File: src/verilog/interval_timer_pkg.sv
/*
 * constants shared by the prescaled interval timer: register offsets, field positions,
 * reset values and source encodings.
 * assumes a classic wishbone slave with 32-bit data, one register per aligned word.
 */
package interval_timer_pkg;
   // register indices; each register owns one aligned word, so its byte address on the
   // bus is four times its index
   localparam logic [7:0] IDX_MODE        = 8'h8B;
   localparam logic [7:0] IDX_FIRST_STAGE = 8'h8C;
   localparam logic [7:0] IDX_TIMER_STAGE = 8'h8D;
   localparam logic [7:0] IDX_SOURCE_SEL  = 8'h8E;
   localparam logic [7:0] IDX_IRQ_STATUS  = 8'h90;
   localparam logic [7:0] IDX_IRQ_MASK    = 8'h91;
   localparam logic [7:0] IDX_PIN_CTRL    = 8'h92;

   // reset values
   localparam logic [7:0] RST_MODE        = 8'h00;
   localparam logic [7:0] RST_STAGE       = 8'hFF;
   localparam logic [7:0] RST_SOURCE_SEL  = 8'h00;

   // mode register fields
   localparam int MODE_SEL_0_BIT   = 0;
   localparam int MODE_SEL_1_BIT   = 1;
   localparam int POLARITY_BIT     = 3;
   localparam int RUN_FLAG_BIT     = 4;
   localparam int MODE_SEL_2_BIT   = 6;

   // source select fields
   localparam int TX_SRC_LSB       = 0;
   localparam int TZ_SRC_LSB       = 4;
   localparam logic [7:0] SOURCE_SEL_MASK = 8'h33;

   // count source encodings
   localparam logic [1:0] SRC_DIV1 = 2'h0;
   localparam logic [1:0] SRC_DIV8 = 2'h1;
   localparam logic [1:0] SRC_RING = 2'h2;
   localparam logic [1:0] SRC_DIV2 = 2'h3;
   localparam logic [1:0] TZ_SRC_TX_UNDERFLOW = 2'h2;

   // interrupt status bits
   localparam int IRQ_TX_BIT   = 0;
   localparam int IRQ_EXT1_BIT = 1;

   // pin control register fields
   localparam int PIN_EXT1_EN_BIT = 0;
   localparam int PIN_SEL_BIT     = 1;

   localparam int DIV8_COUNT = 8;
   localparam int DIV2_COUNT = 2;
endpackage

File: src/verilog/count_clock_select.sv
/*
 * count clock enables for timer x and timer z: divider pulses and a synchronised ring clock.
 * assumes ring_osc_i is asynchronous and much slower than clk_i.
 */
`timescale 1ns/1ps
module count_clock_select (
   input  wire logic       clk_i,
   input  wire logic       rst_i,
   input  wire logic       ring_osc_i,
   input  wire logic [1:0] tx_src_i,
   input  wire logic [1:0] tz_src_i,
   input  wire logic       tx_underflow_i,
   output logic            tx_tick_o,
   output logic            tz_tick_o
);
   logic [2:0] div_reg;
   logic       ring_s1_reg;
   logic       ring_s2_reg;
   logic       ring_s3_reg;
   logic       div2_tick;
   logic       div8_tick;
   logic       ring_tick;

   // free running divider; each wrap of its low bits is one slow tick
   always_ff @(posedge clk_i) begin
      if (rst_i) begin
         div_reg <= 3'h0;
      end else begin
         div_reg <= div_reg + 3'h1;
      end
   end

   assign div2_tick = (div_reg[0] == 1'b1);
   assign div8_tick = (div_reg == 3'(interval_timer_pkg::DIV8_COUNT - 1));

   // ring clock passes two flops before the edge detector looks at it
   always_ff @(posedge clk_i) begin
      if (rst_i) begin
         ring_s1_reg <= 1'b0;
         ring_s2_reg <= 1'b0;
         ring_s3_reg <= 1'b0;
      end else begin
         ring_s1_reg <= ring_osc_i;
         ring_s2_reg <= ring_s1_reg;
         ring_s3_reg <= ring_s2_reg;
      end
   end

   assign ring_tick = ring_s2_reg & ~ring_s3_reg;

   // source multiplexers for both timers
   always_comb begin
      case (tx_src_i)
         interval_timer_pkg::SRC_DIV1: tx_tick_o = 1'b1;
         interval_timer_pkg::SRC_DIV8: tx_tick_o = div8_tick;
         interval_timer_pkg::SRC_RING: tx_tick_o = ring_tick;
         default:                      tx_tick_o = div2_tick;
      endcase
      case (tz_src_i)
         interval_timer_pkg::SRC_DIV1:            tz_tick_o = 1'b1;
         interval_timer_pkg::SRC_DIV8:            tz_tick_o = div8_tick;
         interval_timer_pkg::TZ_SRC_TX_UNDERFLOW: tz_tick_o = tx_underflow_i;
         default:                                 tz_tick_o = 1'b0;
      endcase
   end
endmodule // count_clock_select

File: src/verilog/prescaled_interval_timer.sv
/*
 * timer x in timer mode: 8-bit prescaler and 8-bit timer stage with reload, wishbone
 * registers, sticky interrupt status with mask, external interrupt one edge detect.
 * assumes a classic wishbone master on clk_i and asynchronous pins synchronised here.
 */
// Implementation choice: the Wishbone register port.
// What this block does
// timer x count clock picked by two-bit source field: div1, div8, ring, div2
// timer z count clock field at bits 5..4: div1, div8, timer x underflow
// counter decrements, reloads on underflow and keeps counting by itself
// underflow rate is count clock divided by (n+1)(m+1)
// writing 1 to the run flag starts counting
// writing 0 to the run flag stops counting
// every timer stage underflow raises the timer x interrupt request
// counter pins act as general i/o or external interrupt one input
// reading the two stage registers returns the live counts
// write while stopped loads reload register and counter together
// write while running: reload next tick, counter second tick, resume third
// timer mode when mode bits 1..0 are 00 and bit 2 is 0
// polarity bit picks external interrupt edge: 0 rising, 1 falling
// prescaler counts each count clock, stage counts each prescaler underflow
// software writes zero to reserved source select bits 3 and 2
`timescale 1ns/1ps
module prescaled_interval_timer (
   input  wire logic        clk_i,
   input  wire logic        rst_i,
   input  wire logic        cyc_i,
   input  wire logic        stb_i,
   input  wire logic        we_i,
   input  wire logic [9:0]  adr_i,
   input  wire logic [3:0]  sel_i,
   input  wire logic [31:0] dat_i,
   output logic [31:0]      dat_o,
   output logic             ack_o,
   output logic             irq_o,
   input  wire logic        ring_osc_i,
   input  wire logic        counter_pin_0_i,
   input  wire logic        counter_pin_1_i,
   output logic             tz_tick_o,
   output logic             tx_underflow_o
);
   typedef enum logic [1:0] {
      WR_IDLE   = 2'b00,
      WR_RELOAD = 2'b01,
      WR_COPY   = 2'b10,
      WR_RESUME = 2'b11
   } wr_state_t;

   logic [7:0]  mode_reg;
   logic [7:0]  source_sel_reg;
   logic [7:0]  first_stage_count;
   logic [7:0]  first_stage_reload;
   logic [7:0]  timer_stage_count;
   logic [7:0]  timer_stage_reload;
   logic [7:0]  pend_first_reg;
   logic [7:0]  pend_timer_reg;
   logic        pend_first_vld_reg;
   logic        pend_timer_vld_reg;
   logic [1:0]  irq_status_reg;
   logic [1:0]  irq_mask_reg;
   logic [1:0]  pin_ctrl_reg;
   wr_state_t   wr_state_reg;
   wr_state_t   wr_state_next;
   logic        pin0_s1_reg;
   logic        pin0_s2_reg;
   logic        pin1_s1_reg;
   logic        pin1_s2_reg;
   logic        ext_prev_reg;
   logic        tx_tick;
   logic        tz_tick;
   logic        timer_mode;
   logic        counting;
   logic        first_uf;
   logic        timer_uf;
   logic        access;
   logic        wr_lane0;
   logic        rd_status;
   logic        ext_level;
   logic        ext_edge;
   logic [7:0]  idx;
   logic [31:0] rd_data;

   // register index from word address; narrow registers sit in byte lane 0
   function automatic logic hit(input logic [7:0] a, input logic [7:0] i);
      return a == i;
   endfunction

   assign idx       = adr_i[9:2];
   assign access    = cyc_i & stb_i & ~ack_o;
   assign wr_lane0  = access & we_i & sel_i[0];
   assign rd_status = access & ~we_i & hit(idx, interval_timer_pkg::IDX_IRQ_STATUS);

   assign timer_mode = ~mode_reg[interval_timer_pkg::MODE_SEL_0_BIT]
                     & ~mode_reg[interval_timer_pkg::MODE_SEL_1_BIT]
                     & ~mode_reg[interval_timer_pkg::MODE_SEL_2_BIT];
   assign counting   = timer_mode & mode_reg[interval_timer_pkg::RUN_FLAG_BIT]
                     & ((wr_state_reg == WR_IDLE) | (wr_state_reg == WR_RESUME));

   count_clock_select u_clk_sel (
      .clk_i          (clk_i),
      .rst_i          (rst_i),
      .ring_osc_i     (ring_osc_i),
      .tx_src_i       (source_sel_reg[interval_timer_pkg::TX_SRC_LSB +: 2]),
      .tz_src_i       (source_sel_reg[interval_timer_pkg::TZ_SRC_LSB +: 2]),
      .tx_underflow_i (timer_uf),
      .tx_tick_o      (tx_tick),
      .tz_tick_o      (tz_tick)
   );

   // two cascaded down counters; the stage only moves on a prescaler underflow
   assign first_uf = counting & tx_tick & (first_stage_count == 8'h00);
   assign timer_uf = first_uf & (timer_stage_count == 8'h00);

   // a write while running is parked, then walks reload, copy and resume on count ticks
   always_comb begin
      wr_state_next = wr_state_reg;
      case (wr_state_reg)
         WR_IDLE: begin
            if (wr_lane0 & mode_reg[interval_timer_pkg::RUN_FLAG_BIT] & timer_mode
                & (hit(idx, interval_timer_pkg::IDX_FIRST_STAGE)
                 | hit(idx, interval_timer_pkg::IDX_TIMER_STAGE))) begin
               wr_state_next = WR_RELOAD;
            end
         end
         WR_RELOAD: if (tx_tick) wr_state_next = WR_COPY;
         WR_COPY:   if (tx_tick) wr_state_next = WR_RESUME;
         WR_RESUME: if (tx_tick) wr_state_next = WR_IDLE;
         default:   wr_state_next = WR_IDLE;
      endcase
      if (~mode_reg[interval_timer_pkg::RUN_FLAG_BIT]) begin
         wr_state_next = WR_IDLE;
      end
   end

   always_ff @(posedge clk_i) begin
      if (rst_i) begin
         wr_state_reg <= WR_IDLE;
      end else begin
         wr_state_reg <= wr_state_next;
      end
   end

   // parked write data; a second write to the same stage before the reload tick replaces the first
   always_ff @(posedge clk_i) begin
      if (rst_i) begin
         pend_first_reg     <= interval_timer_pkg::RST_STAGE;
         pend_timer_reg     <= interval_timer_pkg::RST_STAGE;
         pend_first_vld_reg <= 1'b0;
         pend_timer_vld_reg <= 1'b0;
      end else begin
         if (wr_state_next == WR_IDLE) begin // a stop mid-transfer must not leave stale data
            pend_first_vld_reg <= 1'b0;
            pend_timer_vld_reg <= 1'b0;
         end
         if (wr_lane0 && wr_state_next == WR_RELOAD) begin
            if (hit(idx, interval_timer_pkg::IDX_FIRST_STAGE)) begin
               pend_first_reg     <= dat_i[7:0];
               pend_first_vld_reg <= 1'b1;
            end else begin
               pend_timer_reg     <= dat_i[7:0];
               pend_timer_vld_reg <= 1'b1;
            end
         end
      end
   end

   // reload registers
   always_ff @(posedge clk_i) begin
      if (rst_i) begin
         first_stage_reload <= interval_timer_pkg::RST_STAGE;
         timer_stage_reload <= interval_timer_pkg::RST_STAGE;
      end else if (wr_lane0 && !(mode_reg[interval_timer_pkg::RUN_FLAG_BIT] && timer_mode)) begin
         if (hit(idx, interval_timer_pkg::IDX_FIRST_STAGE)) begin
            first_stage_reload <= dat_i[7:0];
         end
         if (hit(idx, interval_timer_pkg::IDX_TIMER_STAGE)) begin
            timer_stage_reload <= dat_i[7:0];
         end
      end else if (wr_state_reg == WR_RELOAD && tx_tick) begin
         if (pend_first_vld_reg) first_stage_reload <= pend_first_reg;
         if (pend_timer_vld_reg) timer_stage_reload <= pend_timer_reg;
      end
   end

   // live counters: stopped writes land at once, running writes land on the copy tick
   always_ff @(posedge clk_i) begin
      if (rst_i) begin
         first_stage_count <= interval_timer_pkg::RST_STAGE;
         timer_stage_count <= interval_timer_pkg::RST_STAGE;
      end else if (wr_lane0 && !(mode_reg[interval_timer_pkg::RUN_FLAG_BIT] && timer_mode)) begin
         if (hit(idx, interval_timer_pkg::IDX_FIRST_STAGE)) begin
            first_stage_count <= dat_i[7:0];
         end
         if (hit(idx, interval_timer_pkg::IDX_TIMER_STAGE)) begin
            timer_stage_count <= dat_i[7:0];
         end
      end else if (wr_state_reg == WR_COPY && tx_tick) begin
         if (pend_first_vld_reg) first_stage_count <= first_stage_reload;
         if (pend_timer_vld_reg) timer_stage_count <= timer_stage_reload;
      end else if (counting && tx_tick) begin
         if (first_uf) begin
            first_stage_count <= first_stage_reload;
            if (timer_uf) begin
               timer_stage_count <= timer_stage_reload;
            end else begin
               timer_stage_count <= timer_stage_count - 8'h01;
            end
         end else begin
            first_stage_count <= first_stage_count - 8'h01;
         end
      end
   end

   // mode, source select, interrupt mask and pin control registers
   always_ff @(posedge clk_i) begin
      if (rst_i) begin
         mode_reg       <= interval_timer_pkg::RST_MODE;
         source_sel_reg <= interval_timer_pkg::RST_SOURCE_SEL;
         irq_mask_reg   <= 2'h0;
         pin_ctrl_reg   <= 2'h0;
      end else if (wr_lane0) begin
         if (hit(idx, interval_timer_pkg::IDX_MODE)) begin
            mode_reg <= dat_i[7:0];
         end
         if (hit(idx, interval_timer_pkg::IDX_SOURCE_SEL)) begin
            // reserved bits kept at zero so they read back as zero
            source_sel_reg <= dat_i[7:0] & interval_timer_pkg::SOURCE_SEL_MASK;
         end
         if (hit(idx, interval_timer_pkg::IDX_IRQ_MASK)) begin
            irq_mask_reg <= dat_i[1:0];
         end
         if (hit(idx, interval_timer_pkg::IDX_PIN_CTRL)) begin
            pin_ctrl_reg <= dat_i[1:0];
         end
      end
   end

   // counter pins pass two flops; the selected one may serve as external interrupt one
   always_ff @(posedge clk_i) begin
      if (rst_i) begin
         pin0_s1_reg <= 1'b0;
         pin0_s2_reg <= 1'b0;
         pin1_s1_reg <= 1'b0;
         pin1_s2_reg <= 1'b0;
         ext_prev_reg <= 1'b0;
      end else begin
         pin0_s1_reg <= counter_pin_0_i;
         pin0_s2_reg <= pin0_s1_reg;
         pin1_s1_reg <= counter_pin_1_i;
         pin1_s2_reg <= pin1_s1_reg;
         ext_prev_reg <= ext_level;
      end
   end

   assign ext_level = pin_ctrl_reg[interval_timer_pkg::PIN_SEL_BIT] ? pin1_s2_reg
                                                                  : pin0_s2_reg;
   assign ext_edge  = pin_ctrl_reg[interval_timer_pkg::PIN_EXT1_EN_BIT] & timer_mode
                    & (mode_reg[interval_timer_pkg::POLARITY_BIT]
                       ? (ext_prev_reg & ~ext_level)
                       : (~ext_prev_reg & ext_level));

   // sticky status, cleared by reading it; an event in the read cycle survives
   always_ff @(posedge clk_i) begin
      if (rst_i) begin
         irq_status_reg <= 2'h0;
      end else begin
         irq_status_reg[interval_timer_pkg::IRQ_TX_BIT] <= timer_uf
            | (irq_status_reg[interval_timer_pkg::IRQ_TX_BIT] & ~rd_status);
         irq_status_reg[interval_timer_pkg::IRQ_EXT1_BIT] <= ext_edge
            | (irq_status_reg[interval_timer_pkg::IRQ_EXT1_BIT] & ~rd_status);
      end
   end

   // read mux; stage registers show the live counts
   always_comb begin
      rd_data = 32'h0000_0000;
      case (idx)
         interval_timer_pkg::IDX_MODE:        rd_data[7:0] = mode_reg;
         interval_timer_pkg::IDX_FIRST_STAGE: rd_data[7:0] = first_stage_count;
         interval_timer_pkg::IDX_TIMER_STAGE: rd_data[7:0] = timer_stage_count;
         interval_timer_pkg::IDX_SOURCE_SEL:  rd_data[7:0] = source_sel_reg;
         interval_timer_pkg::IDX_IRQ_STATUS:  rd_data[1:0] = irq_status_reg;
         interval_timer_pkg::IDX_IRQ_MASK:    rd_data[1:0] = irq_mask_reg;
         interval_timer_pkg::IDX_PIN_CTRL:    rd_data[1:0] = pin_ctrl_reg;
         default:                             rd_data = 32'h0000_0000;
      endcase
   end

   // one-cycle answer after the request is seen; unmapped reads give zero
   always_ff @(posedge clk_i) begin
      if (rst_i) begin
         ack_o <= 1'b0;
         dat_o <= 32'h0000_0000;
      end else begin
         ack_o <= access;
         dat_o <= access ? rd_data : 32'h0000_0000;
      end
   end

   // registered outputs
   always_ff @(posedge clk_i) begin
      if (rst_i) begin
         irq_o          <= 1'b0;
         tz_tick_o      <= 1'b0;
         tx_underflow_o <= 1'b0;
      end else begin
         irq_o          <= |(irq_status_reg & irq_mask_reg);
         tz_tick_o      <= tz_tick;
         tx_underflow_o <= timer_uf;
      end
   end

   a_uf_sets_irq: assert property (@(posedge clk_i) disable iff (rst_i)
      timer_uf |=> irq_status_reg[interval_timer_pkg::IRQ_TX_BIT])
      else $error("underflow did not set status");
   a_reload_on_uf: assert property (@(posedge clk_i) disable iff (rst_i)
      (timer_uf && wr_state_reg == WR_IDLE)
      |=> timer_stage_count == $past(timer_stage_reload))
      else $error("stage not reloaded");
   a_stop_holds: assert property (@(posedge clk_i) disable iff (rst_i)
      (!mode_reg[interval_timer_pkg::RUN_FLAG_BIT] && !wr_lane0)
      |=> $stable(first_stage_count))
      else $error("counter moved while stopped");
   a_prescale_dec: assert property (@(posedge clk_i) disable iff (rst_i)
      (counting && tx_tick && first_stage_count != 8'h00 && !wr_lane0)
      |=> first_stage_count == $past(first_stage_count) - 8'h01)
      else $error("prescaler did not decrement");
   a_stopped_write: assert property (@(posedge clk_i) disable iff (rst_i)
      (wr_lane0 && !mode_reg[interval_timer_pkg::RUN_FLAG_BIT]
       && hit(idx, interval_timer_pkg::IDX_TIMER_STAGE))
      |=> timer_stage_count == $past(dat_i[7:0])
          && timer_stage_reload == $past(dat_i[7:0]))
      else $error("stopped write not applied to both");
   a_run_start: assert property (@(posedge clk_i) disable iff (rst_i)
      (wr_lane0 && hit(idx, interval_timer_pkg::IDX_MODE) && dat_i[7:0] == 8'h10)
      |=> counting)
      else $error("run flag did not start counting");
   a_mode_gate: assert property (@(posedge clk_i) disable iff (rst_i)
      (mode_reg[interval_timer_pkg::MODE_SEL_2_BIT]) |-> !counting)
      else $error("counting outside timer mode");
   a_busy_hold: assert property (@(posedge clk_i) disable iff (rst_i)
      (wr_state_reg == WR_RELOAD) |-> !timer_uf)
      else $error("counting during write transfer");
   a_live_read: assert property (@(posedge clk_i) disable iff (rst_i)
      (access && !we_i && hit(idx, interval_timer_pkg::IDX_FIRST_STAGE))
      |=> dat_o[7:0] == $past(first_stage_count))
      else $error("prescaler read not live");
endmodule // prescaled_interval_timer

File: config.mk
export PLATFORM = sky130hd
export DESIGN_NAME = prescaled_interval_timer
export DESIGN_NICKNAME = d
export VERILOG_FILES = /design/src/verilog/interval_timer_pkg.sv /design/src/verilog/count_clock_select.sv /design/src/verilog/prescaled_interval_timer.sv
export SDC_FILE = /design/constraint.sdc
export NUM_CORES = 1
export LEC_CHECK = 0
export BUFFER_PORTS_ARGS = -buffer_cell sky130_fd_sc_hd__buf_2
export CAP_MARGIN = 20
export CORE_MARGIN = 5
export CORE_UTILIZATION = 35
export DETAILED_ROUTE_END_ITERATION = 16
export HOLD_SLACK_MARGIN = 0.15
export PLACE_DENSITY = 0.67
export SYNTH_ARGS = -nofsm -noshare
export SYNTH_HDL_FRONTEND = slang
export SYNTH_HIERARCHICAL = 1
export SYNTH_SLANG_ARGS = --single-unit
File: constraint.sdc
create_clock -name clk_i -period 4 [get_ports clk_i]
set_input_delay 0.8 -clock clk_i [delete_from_list [all_inputs] [get_ports clk_i]]
set_output_delay 0.8 -clock clk_i [all_outputs]
set_load 0.05 [all_outputs]
Word-level counts from Yosys, hierarchy flattened --
Cells that the tools add are included.
Storage, ports and cells: register bits after elaboration 117, bits in latches 0, memory bits (writable) 0, bits in read-only memories 0, output and inout bits 36, memories 0
Cells by class: $add $sub $neg 3, multipliers 0, div/mod/pow operators 0, order comparisons 0, eq/ne operators 20, shift operators 0, mux-type cells 37, bitwise gates (word level) 39, reductions and logical operators 30
Operators with widths (number):
- 8-bit two-way mux | 19
- 8-bit equality test, second input constant | 7
- 6-bit one-hot mux with 4 select lines | 1
- 1-bit AND | 23
- 8-bit logical NOT | 2
- 8-bit by 1-bit subtractor with 8-bit output, second input constant | 2
- 2-bit one-hot mux with 7 select lines | 1
- 2-bit AND reduction | 6
- 1-bit inverter | 11
- 2-bit two-way mux | 5
- 3-bit AND reduction | 3
- 2-bit by 1-bit equality test with 1-bit output, second input constant | 4
- 2-bit equality test, second input constant | 4
- 2-bit logical NOT | 4
- 1-bit two-way mux | 8
- 2-bit one-hot mux with 4 select lines | 1
- 1-bit logical AND | 6
- 3-bit inequality test, second input constant | 2
- 1-bit one-hot mux with 3 select lines | 2
- 2-bit nonzero test | 3
- 3-bit nonzero test | 2
- 2-bit inequality test, second input constant | 2
- 1-bit bitwise OR | 4
- 4-bit AND reduction | 1
- 5 further kinds | 6

Depth between registers and ports, before layout --
Gate-level depths: netlist of run 1.
depth after elaboration 14, gate-level depth with buffers 12

Hierarchy --
The synthesis of run 1 kept the hierarchy.
By module, submodules not included:
- prescaled_interval_timer | times used 1, cells each 537, area an instance 4458.0 µm², seq. area each 1741.7 µm²
- count_clock_select | times used 1, cells each 21, area an instance 222.7 µm², seq. area each 120.1 µm²

Least setup slack after synthesis of run 1 --
OpenSTA, ideal clock, no wires.
kind input to register, start point input port adr_i[7], end point register pend_timer_reg[1], arrival 2676 ps, required time 3880 ps, slack 1204 ps, stages 8, path buffers 2, path through or3b_1 > clkbuf_1 > nor2_1 > a41o_1 > nor3b_1 > clkbuf_1 > a21boi_0 > a211o_1
On the way: longest elaborated chain between the ends 9, elaborated cells between the ends (all ways) 11, classes of those cells 3 x eq/ne; 3 x mux; 3 x bitwise; 2 x reduce/logical
Ends and longest elaborated chain:
- start, declared | line prescaled_interval_timer.sv:30 | input wire logic [9:0] adr_i,
- 8-bit equality test | line prescaled_interval_timer.sv:85 | return a == i;
- 1-bit bitwise OR | line prescaled_interval_timer.sv:121 | | hit(idx, interval_timer_pkg::IDX_TIMER_STAGE))) begin
- 1-bit AND | line prescaled_interval_timer.sv:120 | & (hit(idx, interval_timer_pkg::IDX_FIRST_STAGE)
- 2-bit two-way mux | line prescaled_interval_timer.sv:119 | if (wr_lane0 & mode_reg[interval_timer_pkg::RUN_FLAG_BIT] & timer_mode
- 2-bit one-hot mux with 4 select lines | line prescaled_interval_timer.sv:117 | case (wr_state_reg)
- 2-bit two-way mux | line prescaled_interval_timer.sv:130 | if (~mode_reg[interval_timer_pkg::RUN_FLAG_BIT]) begin
- 2-bit by 1-bit equality test with 1-bit output | line prescaled_interval_timer.sv:155 | if (wr_lane0 && wr_state_next == WR_RELOAD) begin
- 1-bit logical AND | line prescaled_interval_timer.sv:155
- 2-bit AND reduction (no line) (*)
- end signal, assigned | line prescaled_interval_timer.sv:147 | pend_timer_reg <= interval_timer_pkg::RST_STAGE;
- end signal, assigned | line prescaled_interval_timer.sv:160 | pend_timer_reg <= dat_i[7:0];
- end, declared | line prescaled_interval_timer.sv:56 | logic [7:0] pend_timer_reg;
Every way passes the cells marked *; elsewhere a longest branch is shown, timed or not. A chain may end at the register's enable or synchronous reset.

Final worst setup path of run 1 --
start point register source_sel_reg[0], end point register timer_stage_count[0]
On the way: longest elaborated chain between the ends 10, elaborated cells between the ends (all ways) 18, classes of those cells 3 x eq/ne; 6 x mux; 3 x bitwise; 6 x reduce/logical
Ends and longest elaborated chain:
- start, declared | line prescaled_interval_timer.sv:50 | logic [7:0] source_sel_reg;
- start signal, assigned | line prescaled_interval_timer.sv:218 | source_sel_reg <= interval_timer_pkg::RST_SOURCE_SEL;
- start signal, assigned | line prescaled_interval_timer.sv:227 | source_sel_reg <= dat_i[7:0] & interval_timer_pkg::SOURCE_SEL_MASK;
- 2-bit equality test (tied with other cells) | line count_clock_select.sv:53 | case (tx_src_i)
- 1-bit one-hot mux with 3 select lines (*) | line count_clock_select.sv:53
- via tx_tick | line prescaled_interval_timer.sv:69 | logic tx_tick;
- 1-bit AND (2 in a row) | line prescaled_interval_timer.sv:111 | assign first_uf = counting & tx_tick & (first_stage_count == 8'h00);
- 1-bit AND | line prescaled_interval_timer.sv:112 | assign timer_uf = first_uf & (timer_stage_count == 8'h00);
- 8-bit two-way mux | line prescaled_interval_timer.sv:203 | if (timer_uf) begin
- 8-bit two-way mux | line prescaled_interval_timer.sv:201 | if (first_uf) begin
- 8-bit two-way mux | line prescaled_interval_timer.sv:200 | end else if (counting && tx_tick) begin
- 8-bit two-way mux | line prescaled_interval_timer.sv:197 | end else if (wr_state_reg == WR_COPY && tx_tick) begin
- 8-bit two-way mux | line prescaled_interval_timer.sv:190 | end else if (wr_lane0 && !(mode_reg[interval_timer_pkg::RUN_FLAG_BIT] && timer_mode)) begin
- end signal, assigned | line prescaled_interval_timer.sv:189 | timer_stage_count <= interval_timer_pkg::RST_STAGE;
- end signal, assigned | line prescaled_interval_timer.sv:199 | if (pend_timer_vld_reg) timer_stage_count <= timer_stage_reload;
- end signal, assigned | line prescaled_interval_timer.sv:204 | timer_stage_count <= timer_stage_reload;
- end, declared | line prescaled_interval_timer.sv:53 | logic [7:0] timer_stage_count;
Mark *: on every way through the listed nets, which the timed path passes. The rest lies on a longest branch. The select of a mux whose other input is x is not followed.

==> results.md, run 1 <==
* H-tree Lvls at 3
* Synth Area in Adders at 0.02138
* Post-CTS Setup Bufs at 0
* Num CTS Buffers at 9
* Commonest cells after routing, fill and taps aside: 93 x dfxtp_1, 57 x nor2_1, 47 x nand2_1
* Worst Path Required at 4.25 ns
* DR iter-0 viols at 504
* Worst Tran Pin Value at 0.9085 ns
* Crit-path max FO at 13
* Setup TNS at 0 ns
* Die Area at 0.01579 mm^2
* Ranking of synthesized cells by area: dfxtp_1 40%, nor2_1 4.6%, buf_4 3.8%
* Logic pwr share at 0.076
* Fillers at 1346
* Hold_buf cts at 0
* WL/cell at 16.62 um
* RSZ-0062 raised after global routing: no
* Max-slew violations at 0
* Largest net degree at the start of global routing at 61
* Clock-pin slew on the worst setup and hold paths at 0.08 ns
* Avg Vias per Cell at 5.493
* Pwr/cell area at 376.2 mW/mm^2
* Initial antenna violation count at 0
* Final Cycle Share at 0.8451
* Synth warn at 6
* Sw frac at 0.2595
* Fin crit period at 3.381 ns
* Total track usage at 0.1585
* Vias in the first global route at 3945
* Post-CTS resize count at 0
* Async S/R FF share, synth at 0
* Clock insertion delay at the later pin of the skew report at 0.35 ns
* CTS Sinks at 93
* Clock network power share at 0.448
* Seq cells post-synth at 93
* Max-cap viol count at 0
* Final #Nets at 640
* Top cell type's share of synthesized area at 0.3978
* DRT antenna net count at 0
* Slew Limit Headroom at 0.3921
* Worst hold path class: flop to flop
* Pre-CTS WS at 0.7198 ns
* Cells after synthesis at 558
* Synth Area in XOR/XNOR at 0.02058
* First-pass detailed-route iteration total at 5
* Worst vdd ir at 0.0001901 V
* Largest family of logic cells by synthesized area: simple AND/OR/NAND/NOR gates
* Post-synth cell types at 60
* EDFF count, synth at 0
* Detailed Place HPWL at 8833 um
* Crit start category: flop
* GPL Wtd Cong at 0.8813
* Syn Std Cell Area at 0.004681 mm^2
* Clock skew at 0.01129 ns
* I/O pins at 90
* Post-synthesis mux area share at 0.04598
* Most common cell after layout, fill and taps aside: dfxtp_1
* Synth Area in Simple Gates at 0.2352
* Maximum clock rate at 0.2958 GHz
* Die W at 125.6 um
* Int Pwr at 0.001458 W
* Setup violations, final at 0
* IO Port Bufs at 36
* Clk buf depth at 2
* Post-synthesis sequential area ratio at 0.3978
* Sequential Area at 0.001862 mm^2
* Dominant cell type by area after synthesis: dfxtp_1
* CTS Root Cell: clkbuf_16
* Worst setup margin at 0.6194 ns
* Final hold vios at 0
* Layout cells sized above 1 at 0.1321
* Initial core utilization at 0.3549
* Die Y-Extent at 125.6 um
* Multi-input gate area at 0.002552 mm^2
* Grt ovf at 0
* Cell Rows at 42
* Worst setup path class: flop to flop
* Routed wire length at 12610 um
* Critical Path End Type: flop
* Reg2Reg Setup Slack at 0.62 ns
* Net Sw Power at 0.0005110 W
* Average size of a mapped cell at 8.388 um^2
* Flop pwr share at 0.476
* Total number of vias at 4169
* Ys flop type: dfxtp_1
* Synth Area in Compound Gates at 0.1994
* CTS tree: yes
* P&R area growth vs syn at 11.82%
* Antenna Cells at 0
* Status: finished, final reports clean
* Hold Slack at 0.4420 ns
* Worst EP arrival at 3.63 ns
* Core ar. at 0.01319 mm^2
* Leak pwr at 2.009 nW
* First-pass GRT wire length at 20360 um
* Drt drc at 0
## cells by family after synthesis
family | after synthesis
buf+inv | 72
mux | 21
fa+ha+maj | 8
other cells | 1
compound gates | 137
flops | 93
simple gates | 215
xor+xnor | 11
## per-stage QoR
stage,util,power [W],std cells,instance area [um^2]
floorplan,-,0.001083,581,4767
global placement,0.3736,0.001104,743,4927
detailed placement,0.3736,0.001106,743,4927
CTS,0.3968,0.001977,759,5234
global route,0.3968,0.002023,759,5234
finish,0.3968,0.001969,759,5234
## per-layer routing
layer  GRT usage  wire length (um)  up-vias  share of wire
met5           0                 0        -              0
met4     0.05548               263        0          0.021
met3     0.04699              1112       27          0.088
met2      0.2536              5919      200           0.47
met1      0.2042              5317     1949           0.42
li1            -                 -     1993              -
## worst max-delay path, cell delays in order (launching register included)
cell and delay [ns]:
dfxtp_1 0.35, or3b_1 0.39, a32oi_1 0.65, nand2b_1 0.21, or4_4 0.56, o41a_1 0.59
nor3_1 0.25, a311oi_1 0.07, a21o_1 0.20
## worst paths after layout
kind	cells past startpoint	from	end
worst max-delay path	8	source_sel_reg[0]	timer_stage_count[0]
worst min-delay path	1	u_clk_sel/ring_s1_reg	u_clk_sel/ring_s2_reg
worst max register to register	8	source_sel_reg[0]	timer_stage_count[0]
worst min register to register	1	u_clk_sel/ring_s1_reg	u_clk_sel/ring_s2_reg
## cells in the mapped netlist, drive strengths merged, types with 2 or more instances
| master | n |
|---|---|
| or4 | 3 |
| or4b | 2 |
| clkbuf | 28 |
| o21ai | 28 |
| a41oi | 6 |
| nand3b | 5 |
| or3 | 4 |
| a222oi | 4 |
| and2 | 8 |
| a31oi | 17 |
| nand2b | 2 |
| a311oi | 2 |
| nand2 | 47 |
| a211oi | 7 |
| mux2i | 17 |
| nand3 | 18 |
| dfxtp | 93 |
| a21boi | 9 |
| xnor2 | 10 |
| a21oi | 29 |
| o221ai | 5 |
| o211ai | 8 |
| mux2 | 4 |
| or3b | 3 |
| nor3 | 25 |
| a22o | 2 |
| a211o | 8 |
| a32oi | 2 |
| inv | 13 |
| nor3b | 2 |
| nor2b | 15 |
| and3 | 7 |
| nor2 | 57 |
| nor4 | 4 |
| or2 | 10 |
| a22oi | 5 |
| buf | 30 |
| ha | 8 |
## power groups by stage
| stage | Sequential, W | Clock (W) | Combinational (W) |
|---|---|---|---|
| 6_report | 0.000937 | 0.000882 | 0.000149 |
| 5_1_grt | 0.000938 | 0.000925 | 0.000160 |
| 4_1_cts | 0.000937 | 0.000891 | 0.000148 |
| 3_5_place_dp | 0.000959 | 0 | 0.000147 |
| 3_3_place_gp | 0.000958 | 0 | 0.000145 |
| 2_1_floorplan | 0.000961 | 0 | 0.000123 |
## final cells by class
class | count | share of cell area
clock buffer | 9 | 0.04303
inverter | 14 | 0.01004
timing repair buffer | 44 | 0.04590
tap | 176 | 0.04208
sequential | 93 | 0.3557
clock inverter | 7 | 0.01554
multi-input combinational | 416 | 0.4877
No activity file was read; power rests on OpenSTA's default activity.
==> run 2: changes to the inputs <==
Settings changed: PLACE_DENSITY 0.67 to 0.69.
Clock period 4 ns to 3.1 ns, I/O delays scaled along.
==> results.md, run 2 (synthesis gave the netlist of run 1 again) <==
* DRT antenna net count at 0 (unchanged)
* CTS Root Cell: clkbuf_16 (unchanged)
* Metal1 wirelength at 5544 um (was 5317 um)
* Status: finished, final reports clean (unchanged)
* DR top layer: met4 (unchanged)
* I/O pins at 90 (unchanged)
* P&R area growth vs syn at 13.20% (was 11.82%)
* Pwr/cell area at 476.2 mW/mm^2 (was 376.2 mW/mm^2)
* Clock network power share at 0.444 (was 0.448)
* Antenna Cells at 0 (unchanged)
* Setup TNS at 0 ns (unchanged)
* First-pass GRT wire length at 20150 um (was 20360 um)
* Initial core utilization at 0.3549 (unchanged)
* Die W at 125.6 um (unchanged)
* Largest net degree at the start of global routing at 62 (was 61)
* Final #Nets at 646 (was 640)
* Clock insertion delay at the later pin of the skew report at 0.35 ns (about the same)
* Max-cap viol count at 0 (unchanged)
* Detailed Place HPWL at 9114 um (was 8833 um)
* Hold_buf cts at 0 (unchanged)
* Post-CTS Setup Bufs at 0 (unchanged)
* Worst vdd ir at 0.0002694 V (was 0.0001901 V)
* Sw frac at 0.2490 (was 0.2595)
* Avg Vias per Cell at 5.429 (was 5.493)
* Total number of vias at 4153 (was 4169)
* Net Sw Power at 0.0006284 W (was 0.0005110 W)
* Initial antenna violation count at 0 (unchanged)
* Maximum clock rate at 0.3461 GHz (was 0.2958 GHz)
* Clk buf depth at 2 (unchanged)
* Worst setup path class: flop to flop (unchanged)
* Grt ovf at 0 (unchanged)
* GPL Wtd Cong at 0.9222 (was 0.8813)
* Num CTS Buffers at 9 (unchanged)
* Fin util at 0.4017 (was 0.3968)
* Layout cells sized above 1 at 0.1392 (was 0.1321)
* Die Area at 0.01579 mm^2 (unchanged)
* Post-CTS resize count at 0 (unchanged)
* IO Port Bufs at 36 (unchanged)
* Setup violations, final at 0 (unchanged)
* Leak pwr at 2.039 nW (was 2.009 nW)
* Clock skew at 0.008794 ns (was 0.01129 ns)
* Logic pwr share at 0.077 (was 0.076)
* Die Y-Extent at 125.6 um (unchanged)
* Slew Limit Headroom at 0.3769 (was 0.3921)
* DR iter-0 viols at 365 (was 504)
* Critical Path End Type: flop (unchanged)
* Commonest cells after routing, fill and taps aside: 93 x dfxtp_1, 57 x nor2_1, 47 x nand2_1 (unchanged)
* Final Cycle Share at 0.9320 (was 0.8451)
* Final hold vios at 0 (unchanged)
* Clock-pin slew on the worst setup and hold paths at 0.07 ns (was 0.08 ns)
* First-pass detailed-route iteration total at 5 (unchanged)
* WL/cell at 16.61 um (was 16.62 um)
* Total track usage at 0.1576 (was 0.1585)
* Crit-path max FO at 13 (unchanged)
* Max-slew violations at 0 (unchanged)
* Worst hold path class: flop to flop (unchanged)
* Core ar. at 0.01319 mm^2 (unchanged)
* Worst EP arrival at 3.13 ns (was 3.63 ns)
* Most common cell after layout, fill and taps aside: dfxtp_1 (unchanged)
* CTS tree: yes (unchanged)
* RSZ-0062 raised after global routing: no (unchanged)
* Crit start category: flop (unchanged)
* Int Pwr at 0.001895 W (was 0.001458 W)
* Routed met2 length at 5714 um (was 5919 um)
* Drt drc at 0 (unchanged)
* Fin crit period at 2.889 ns (was 3.381 ns)
* WL met3 at 1035 um (was 1112 um)
* H-tree Lvls at 3 (unchanged)
* Worst Tran Pin Value at 0.9311 ns (was 0.9085 ns)
* Worst Path Required at 3.34 ns (was 4.25 ns)
* CTS Sinks at 93 (unchanged)
* Flop pwr share at 0.480 (was 0.476)
* Cell Rows at 42 (unchanged)
* Routed wire length at 12710 um (was 12610 um)
* Vias in the first global route at 3921 (was 3945)
## run 2: changes by cell type in the layout (fill, tap and decap cells not counted), sizes merged
cell,delta
buf,+6
clkinv,-1
clkbuf,+2
clkinvlp,+1
inv,-2
## run 2: area by class of cell
| cell class | instances | area (um^2) |
|---|---|---|
| clock buffers | 11 | 242.7 |
| clock inverters | 5 | 58.81 |
| repair buffers | 50 | 310.3 |
| flip-flops and latches | 93 | 1862 |
| well taps | 176 | 220.2 |
| fillers | 1333 | 7891 |
| inverters | 14 | 52.55 |
| multi-input cells | 416 | 2552 |
## run 2: path summary, 6_finish.rpt
path | startpoint | endpoint | slack [ns] | cells after the start
max reg2reg | source_sel_reg[0] | timer_stage_count[0] | 0.21 | 8
min | pin0_s1_reg | pin0_s2_reg | 0.44 | 1
min reg2reg | pin0_s1_reg | pin0_s2_reg | 0.44 | 1
max | source_sel_reg[0] | timer_stage_count[0] | 0.21 | 8
## run 2: critical path: stages (launching register included)
cell and delay (ns):
dfxtp_1 0.34, or3b_1 0.39, a32oi_1 0.28, nand2b_1 0.15, or4_4 0.55, o41a_1 0.58
nor3_1 0.22, a311oi_1 0.08, a21o_1 0.20
## run 2: metal layers
| metal | vias up | global-route usage |
|---|---|---|
| met5 | - | 0 |
| met4 | 0 | 0.07717 |
| met3 | 32 | 0.03895 |
| met2 | 175 | 0.2423 |
| met1 | 1949 | 0.2069 |
| li1 | 1997 | - |
## run 2: power groups by stage
stage | clock, W | combinational (W) | sequential, W
detailed placement | 0 | 0.000190 | 0.00124
global placement | 0 | 0.000188 | 0.00124
floorplan | 0 | 0.000158 | 0.00124
finish | 0.00112 | 0.000193 | 0.00121
global route | 0.00119 | 0.000206 | 0.00121
CTS | 0.00114 | 0.000191 | 0.00121
## run 2: through the flow
step | cells | cell area [um^2] | setup WS, ns | power, W | hold WS [ns]
6_report | 765 | 5299 | 0.2107 | 0.002523 | 0.4414
3_3_place_gp | 749 | 4997 | 0.2820 | 0.001425 | 0.4318
3_5_place_dp | 749 | 4997 | 0.2360 | 0.001428 | 0.4291
5_1_grt | 765 | 5299 | 0.04265 | 0.002602 | 0.4622
4_1_cts | 765 | 5299 | 0.2152 | 0.002538 | 0.4443
2_1_floorplan | 581 | 4767 | 0.3551 | 0.001398 | 0.4138
